## src/shared/lock_regs_pkg.sv

```systemverilog
/*
  Constants for the serdes lock and link reset register group: register
  addresses, field positions, reset values and serial frame layout.
  Assumes a 24-bit serial control frame: one read flag, 15 address bits,
  8 data bits, most significant bit first.
*/
package lock_regs_pkg;
  localparam int ADDR_W = 15;
  localparam int DATA_W = 8;
  localparam int CNT_W = 5;
  localparam int SHIFT_W = 23;
  localparam int NUM_PLL = 4;
  localparam int NUM_LANES = 16;
  localparam int ARR_W = 4;
  localparam int SYNC_W = 7;

  localparam logic [ADDR_W-1:0] ADDR_LOCK_STATUS = 15'h0250;
  localparam logic [ADDR_W-1:0] ADDR_LINK_RESET = 15'h0253;
  localparam logic [ADDR_W-1:0] ADDR_VREF_SELECT = 15'h02B0;
  localparam logic [ADDR_W-1:0] ADDR_CUR_DOUBLER = 15'h02B1;

  localparam logic [DATA_W-1:0] REG_RESET = 8'h00;
  localparam logic [DATA_W-1:0] UNMAPPED_READ = 8'h00;
  localparam logic [NUM_PLL-1:0] LOST_RESET = 4'h0;
  localparam logic [NUM_PLL-1:0] LOST_NONE = 4'h0;
  localparam int HOLD_BIT = 0;
  localparam int VREF_BIT = 0;
  localparam int DOUBLER_BIT = 0;

  localparam logic [CNT_W-1:0] CNT_ZERO = 5'h00;
  localparam logic [CNT_W-1:0] CNT_ONE = 5'h01;
  localparam logic [CNT_W-1:0] HDR_BITS = 5'h10;
  localparam logic [CNT_W-1:0] HDR_LAST = 5'h0F;
  localparam logic [CNT_W-1:0] FRAME_BITS = 5'h18;
  localparam logic [CNT_W-1:0] FRAME_LAST = 5'h17;

  // synchroniser order {clk, select_n, data, lock[3:0]}; select and lock idle high
  // so that leaving reset raises no false loss of lock
  localparam logic [SYNC_W-1:0] SYNC_RESET = 7'h2F;
endpackage

```

## src/logic/pin_filter.sv

```systemverilog
/*
  Three-stage input synchroniser with agreement filter: the output level
  follows only when the second and third stages agree.
  Assumes inputs are asynchronous to clock_in.
*/
`timescale 1ns/1ns
module pin_filter
  import lock_regs_pkg::*;
#(
  parameter int W = SYNC_W,
  parameter logic [SYNC_W-1:0] RESET_VAL = SYNC_RESET
)
(
  input wire logic clock_in,
  input wire logic reset_in,
  input wire logic [W-1:0] pins_in,
  output logic [W-1:0] level_out
);
  genvar i;
  generate
    for (i = 0; i < W; i++)
    begin : g_bit
      logic s1_r, s2_r, s3_r, lvl_r, lvl_nxt;
      always_comb
      begin
        lvl_nxt = (s2_r == s3_r) ? s2_r : lvl_r;
      end
      always_ff @(posedge clock_in)
      begin
        if (reset_in)
        begin
          s1_r <= RESET_VAL[i];
          s2_r <= RESET_VAL[i];
          s3_r <= RESET_VAL[i];
          lvl_r <= RESET_VAL[i];
        end
        else
        begin
          s1_r <= pins_in[i];
          s2_r <= s1_r;
          s3_r <= s2_r;
          lvl_r <= lvl_nxt;
        end
      end
      assign level_out[i] = lvl_r;
    end
  endgenerate
endmodule

```

## src/logic/lock_link_regs.sv

```systemverilog
/*
  Serdes lock status, link digital reset, reference select and current
  doubler registers behind the serial control port, plus the one-shot
  lane arrival capture gated by the link digital reset.
  Assumes serial pins and pll lock lines are asynchronous; release attempts
  and arrival values come from logic on clock_in.
*/
`timescale 1ns/1ns
module lock_link_regs
  import lock_regs_pkg::*;
(
  input wire logic clock_in,
  input wire logic reset_in,
  input wire logic spi_clk_in,
  input wire logic spi_sel_n_in,
  input wire logic spi_data_in,
  output logic spi_data_out,
  output logic spi_data_oe_out,
  input wire logic [NUM_PLL-1:0] serdes_lock_live_in,
  input wire logic buffer_release_try_in,
  input wire logic [NUM_LANES*ARR_W-1:0] lane_arrival_in,
  output logic link_digital_hold_out,
  output logic outside_vref_select_out,
  output logic output_current_doubler_bit_out,
  output logic [NUM_LANES*ARR_W-1:0] lane_arrival_capture_out,
  output logic lane_arrival_valid_out
);
  logic [SYNC_W-1:0] lvl;
  logic sclk, sel_n, sdi;
  logic [NUM_PLL-1:0] lock;

  pin_filter #(.W(SYNC_W), .RESET_VAL(SYNC_RESET)) u_filter (
    .clock_in(clock_in),
    .reset_in(reset_in),
    .pins_in({spi_clk_in, spi_sel_n_in, spi_data_in, serdes_lock_live_in}),
    .level_out(lvl)
  );
  assign sclk = lvl[6];
  assign sel_n = lvl[5];
  assign sdi = lvl[4];
  assign lock = lvl[3:0];

  logic sclk_prev_r, sclk_prev_nxt;
  logic [CNT_W-1:0] cnt_r, cnt_nxt;
  logic [SHIFT_W-1:0] shift_r, shift_nxt;
  logic rw_r, rw_nxt;
  logic [DATA_W-1:0] tx_r, tx_nxt;
  logic sdo_r, sdo_nxt, oe_r, oe_nxt;
  logic rise, fall, wr_fire;
  logic [ADDR_W-1:0] rd_addr, wr_addr;
  logic [DATA_W-1:0] wr_data, rd_data;

  logic [NUM_PLL-1:0] lost_r, lost_nxt, w1c;
  logic [DATA_W-1:0] hold_r, hold_nxt, vref_r, vref_nxt, dbl_r, dbl_nxt;

  logic armed_r, armed_nxt, valid_r, valid_nxt;
  logic [NUM_LANES*ARR_W-1:0] cap_r, cap_nxt;

  assign rise = sclk & ~sclk_prev_r;
  assign fall = ~sclk & sclk_prev_r;
  assign rd_addr = {shift_r[ADDR_W-2:0], sdi};
  assign wr_addr = shift_r[SHIFT_W-2 -: ADDR_W];
  assign wr_data = {shift_r[DATA_W-2:0], sdi};
  assign wr_fire = ~sel_n & rise & (cnt_r == FRAME_LAST) & ~rw_r;

  // read view of the register group
  always_comb
  begin
    unique case (rd_addr)
      ADDR_LOCK_STATUS: rd_data = {lock, lost_r};
      ADDR_LINK_RESET: rd_data = hold_r;
      ADDR_VREF_SELECT: rd_data = vref_r;
      ADDR_CUR_DOUBLER: rd_data = dbl_r;
      default: rd_data = UNMAPPED_READ;
    endcase
  end

  // serial frame: sample on rising clock, drive read data on falling clock
  always_comb
  begin
    sclk_prev_nxt = sclk;
    cnt_nxt = cnt_r;
    shift_nxt = shift_r;
    rw_nxt = rw_r;
    tx_nxt = tx_r;
    sdo_nxt = sdo_r;
    oe_nxt = oe_r;
    if (sel_n)
    begin
      cnt_nxt = CNT_ZERO;
      oe_nxt = 1'b0;
    end
    else
    begin
      if (rise && cnt_r < FRAME_BITS)
      begin
        shift_nxt = {shift_r[SHIFT_W-2:0], sdi};
        cnt_nxt = cnt_r + CNT_ONE;
        if (cnt_r == CNT_ZERO)
          rw_nxt = sdi;
        if (cnt_r == HDR_LAST)
          tx_nxt = rd_data;
      end
      if (fall && rw_r && cnt_r >= HDR_BITS && cnt_r <= FRAME_BITS)
      begin
        if (cnt_r < FRAME_BITS)
        begin
          sdo_nxt = tx_r[DATA_W-1];
          tx_nxt = {tx_r[DATA_W-2:0], 1'b0};
        end
        oe_nxt = 1'b1;
      end
    end
  end

  always_ff @(posedge clock_in)
  begin
    if (reset_in)
    begin
      sclk_prev_r <= 1'b0;
      cnt_r <= CNT_ZERO;
      shift_r <= '0;
      rw_r <= 1'b0;
      tx_r <= REG_RESET;
      sdo_r <= 1'b0;
      oe_r <= 1'b0;
    end
    else
    begin
      sclk_prev_r <= sclk_prev_nxt;
      cnt_r <= cnt_nxt;
      shift_r <= shift_nxt;
      rw_r <= rw_nxt;
      tx_r <= tx_nxt;
      sdo_r <= sdo_nxt;
      oe_r <= oe_nxt;
    end
  end

  // register writes and sticky lock loss
  always_comb
  begin
    hold_nxt = hold_r;
    vref_nxt = vref_r;
    dbl_nxt = dbl_r;
    w1c = LOST_NONE;
    if (wr_fire)
    begin
      unique case (wr_addr)
        ADDR_LOCK_STATUS: w1c = wr_data[NUM_PLL-1:0];
        ADDR_LINK_RESET: hold_nxt = wr_data;
        ADDR_VREF_SELECT: vref_nxt = wr_data;
        ADDR_CUR_DOUBLER: dbl_nxt = wr_data;
        default: w1c = LOST_NONE;
      endcase
    end
    lost_nxt = (lost_r & ~w1c) | ~lock;
  end

  always_ff @(posedge clock_in)
  begin
    if (reset_in)
    begin
      lost_r <= LOST_RESET;
      hold_r <= REG_RESET;
      vref_r <= REG_RESET;
      dbl_r <= REG_RESET;
    end
    else
    begin
      lost_r <= lost_nxt;
      hold_r <= hold_nxt;
      vref_r <= vref_nxt;
      dbl_r <= dbl_nxt;
    end
  end

  // one-shot arrival capture, re-armed while the link logic is held
  always_comb
  begin
    armed_nxt = armed_r;
    valid_nxt = valid_r;
    cap_nxt = cap_r;
    if (hold_r[HOLD_BIT])
    begin
      armed_nxt = 1'b1;
      valid_nxt = 1'b0;
    end
    else if (armed_r && buffer_release_try_in)
    begin
      cap_nxt = lane_arrival_in;
      armed_nxt = 1'b0;
      valid_nxt = 1'b1;
    end
  end

  always_ff @(posedge clock_in)
  begin
    if (reset_in)
    begin
      armed_r <= 1'b1;
      valid_r <= 1'b0;
      cap_r <= '0;
    end
    else
    begin
      armed_r <= armed_nxt;
      valid_r <= valid_nxt;
      cap_r <= cap_nxt;
    end
  end

  assign spi_data_out = sdo_r;
  assign spi_data_oe_out = oe_r;
  assign link_digital_hold_out = hold_r[HOLD_BIT];
  assign outside_vref_select_out = vref_r[VREF_BIT];
  assign output_current_doubler_bit_out = dbl_r[DOUBLER_BIT];
  assign lane_arrival_capture_out = cap_r;
  assign lane_arrival_valid_out = valid_r;
endmodule

```

## config.mk

```make
export PLATFORM = sky130hd
export DESIGN_NAME = lock_link_regs
export DESIGN_NICKNAME = d
export VERILOG_FILES = /design/src/shared/lock_regs_pkg.sv /design/src/logic/pin_filter.sv /design/src/logic/lock_link_regs.sv
export SDC_FILE = /design/constraint.sdc
export NUM_CORES = 1
export LEC_CHECK = 0
export BUFFER_PORTS_ARGS = -buffer_cell sky130_fd_sc_hd__clkbuf_2
export CORE_MARGIN = 2
export CORE_UTILIZATION = 50
export DETAILED_ROUTE_END_ITERATION = 10
export HOLD_SLACK_MARGIN = 0.02
export PLACE_DENSITY_LB_ADDON = 0.25
export SLEW_MARGIN = 20
export SYNTH_ARGS = -nofsm -noshare
export SYNTH_HDL_FRONTEND = slang
export SYNTH_SLANG_ARGS = --single-unit
```

## constraint.sdc

```tcl
create_clock -name clock_in -period 5.6 [get_ports clock_in]
set_input_delay 1.12 -clock clock_in [delete_from_list [all_inputs] [get_ports clock_in]]
set_output_delay 1.12 -clock clock_in [all_outputs]
set_load 0.05 [all_outputs]
```

==> results.json <==
{
  "start_kind": "register",
  "clock_path_buffers": 2,
  "irDropWorstVdd_uv": 253,
  "setup_slack_ns": 2.91,
  "drc": 0,
  "die_y_um": 116,
  "post-place-ws_ns": 2.68,
  "fmax_mhz": 372,
  "critPathMaxStageDelay_ns": 0.90,
  "core_area_um2": 12500,
  "area_growth_pct": 22.0,
  "multi_input_area_um2": 2890,
  "wl_um": 14200,
  "netlist_area_um2": 6310,
  "die-area_um2": 13500,
  "ant_nets": 0,
  "period_share": 0.481,
  "avgSynthCellArea_um2": 8.54,
  "synth_top_area_cell": "dfxtp_1",
  "critPathTopFamily": "simple AND/OR/NAND/NOR gates",
  "grt_pass1_wl_um": 23300,
  "synth_cell_types": 40,
  "gp_congestion": 0.812,
  "drive_gt1_frac": 0.238,
  "r2r_start": "u_filter.g_bit[6].lvl_r",
  "io_pins": 144,
  "cts_max_level": 4,
  "startpoint": "u_filter.g_bit[6].lvl_r",
  "yosys.area_share.simple": 0.260,
  "vias_per_cell": 5.18,
  "first_global_vias": 5008,
  "slew_violations": 0,
  "ys_warn_count": 0,
  "io_buffers": 143,
  "hold_viol_final": 0,
  "leakage_nw": 3.10,
  "cp-end-kind": "register",
  "worst-endpoint-arrival_ns": 2.94,
  "cp_slowest_cell": "nor4_1",
  "final_common_cell": "nand2_1",
  "grt_antenna_before_repair": 0,
  "rsz0062_at_grt": "false",
  "layout_common_cells": "180 x nand2_1, 161 x dfxtp_1, 142 x clkbuf_2",
  "fillers": 1067,
  "fp.dieW_um": 116,
  "n_antenna_cell": 0,
  "critPathKind": "register to register",
  "cts_tree": "done",
  "synth_xor_xnor_area_share": 0.00555,
  "cts_resized": 0,
  "muxShareOfSynthArea": 0.0605,
  "timing.critical_path.buf_inv": 0,
  "cts_buffers": 17,
  "cts.clk_slew.worst_paths_ns": 0.06,
  "grt_use_total": 0.216,
  "synth_fa_ha_area_frac": 0.00595,
  "tightest_slew_ns": 1.08,
  "grt-ovfl-total": 0,
  "tns_ns": 0,
  "dp_hpwl_um": 9780,
  "insertion_delay_ns": 0.41,
  "syn-num-nets": 816,
  "drv_cap": 0,
  "critPathRequiredTime_ns": 5.84,
  "synth_compound_area_frac": 0.123,
  "fin_skew_ns": 0.00783,
  "ys_seq_area_frac": 0.511,
  "netlist_instances": 739,
  "rows": 41,
  "setup_viol": 0,
  "period_needed_ns": 2.69,
  "grt_max_degree": 112,
  "ctsHoldBuffers": 0,
  "ys_ff_latch": 161,
  "status": "finished, final reports clean",
  "p_per_area_nw_per_um2": 329,
  "post_cts_buffers": 0,
  "nets": 932,
  "clock-sinks": 161,
  "hp-start": "u_filter.g_bit[1].s1_r",
  "synth.top_cell.area_share": 0.511,
  "num_vias": 5376,
  "regArea_um2": 3220,
  "start_util": 0.506,
  "synth_top_family_by_area": "simple AND/OR/NAND/NOR gates",
  "drt_iter0_markers": 404,
  "routedWlPerCell_um": 13.7,
  "first_pass_iters": 5,
  "cp_cell_sequence": "nor2b_1 -> nand4_1 -> nor4_1 -> a311oi_1",
  "cts_root_buffer": "clkbuf_16",
  "hp-class": "register to register",
  "relSlewSlack": 0.273,
  "synth_area_leaders": "dfxtp_1 51%, nand2_1 11%, a21oi_1 8.3%",
  "cp_max_fo": 12
}
## registers in the layout (all words and copies together), names as in the netlist, 4 cells and up, named ones only
register                  flops
cnt_r                         5
dbl_r                         8
hold_r                        8
lane_arrival_capture_out     64
lost_r                        4
shift_r                      22
u_filter.g_bit.lvl_r          7
u_filter.g_bit.s1_r           7
u_filter.g_bit.s2_r           7
u_filter.g_bit.s3_r           7
vref_r                        8
## through the flow
step	instance area, um2	total power [mW]	utilization	cells	hold WS (ns)
2_1_floorplan	6310	1.38	-	739	0.389
3_3_place_gp	7090	1.44	0.569	1007	0.391
3_5_place_dp	7120	1.45	0.571	1008	0.394
6_report	7700	2.54	0.618	1038	0.401
5_1_grt	7700	2.63	0.618	1038	0.415
4_1_cts	7700	2.56	0.617	1038	0.407
## metal layers
| metal | part of all wire | up-vias | global-route usage | wire, um |
|---|---|---|---|---|
| met2 | 0.50 | 146 | 0.347 | 7030 |
| met5 | 0 | - | 0 | 0 |
| met4 | 0.014 | 0 | 0.0762 | 199 |
| met1 | 0.42 | 2508 | 0.273 | 6030 |
| li1 | - | 2709 | - | - |
| met3 | 0.066 | 13 | 0.0721 | 930 |
## cell usage after synthesis
cell type	n
or3b_2	7
nor3b_1	2
o21bai_1	5
xnor2_1	3
or2_2	17
or4b_4	1
and4_1	3
a21oi_1	105
nor4_2	1
nor4bb_1	2
or4b_2	2
nand3_2	2
inv_1	9
ha_1	3
nand3_1	14
nor4_1	8
and3_1	1
nor2_1	23
a311oi_1	4
nand3b_1	1
nand2_1	180
mux2_2	1
dfxtp_1	161
nand4_1	1
or4_1	2
nor4_4	1
and2_1	2
xor2_1	1
nor2b_1	20
buf_1	3
clkbuf_1	46
o22ai_1	7
a31oi_1	7
nand2b_1	36
or3_1	2
nor3_1	3
o21ai_0	6
nand4b_1	2
a22oi_1	8
mux2i_1	37
## path summary, 6_finish.rpt
| kind | slack, ns | to | depth (start not counted) |
|---|---|---|---|
| worst max register to register | 2.91 | lost_r[3] | 4 |
| worst max-delay path | 2.91 | lost_r[3] | 4 |
| worst min register to register | 0.40 | u_filter.g_bit[1].s2_r | 1 |
| worst min-delay path | 0.40 | u_filter.g_bit[1].s2_r | 1 |
## area by class of cell
class / count / share of cell area
clock inverter: 5 / 0.0101
multi-input combinational: 520 / 0.376
clock buffer: 25 / 0.0644
timing repair buffer: 146 / 0.0988
inverter: 9 / 0.00439
sequential: 161 / 0.419
tap: 172 / 0.0280
## power breakdown
group | internal [mW] | leakage (nW) | switching (mW)
sequential | 1.18 | 1.31 | 0.0168
combinational | 0.0636 | 1.51 | 0.161
clock | 0.697 | 0.279 | 0.418
## cell families (layout without fill, tap and decap cells)
| logic type | count (synthesis) | after routing |
|---|---|---|
| compound gates | 142 | 142 |
| mux | 38 | 38 |
| flops | 161 | 161 |
| fa+ha+maj | 3 | 3 |
| xor+xnor | 4 | 4 |
| simple gates | 333 | 333 |
| buf+inv | 58 | 185 |
No activity file was read; power rests on OpenSTA's default activity.
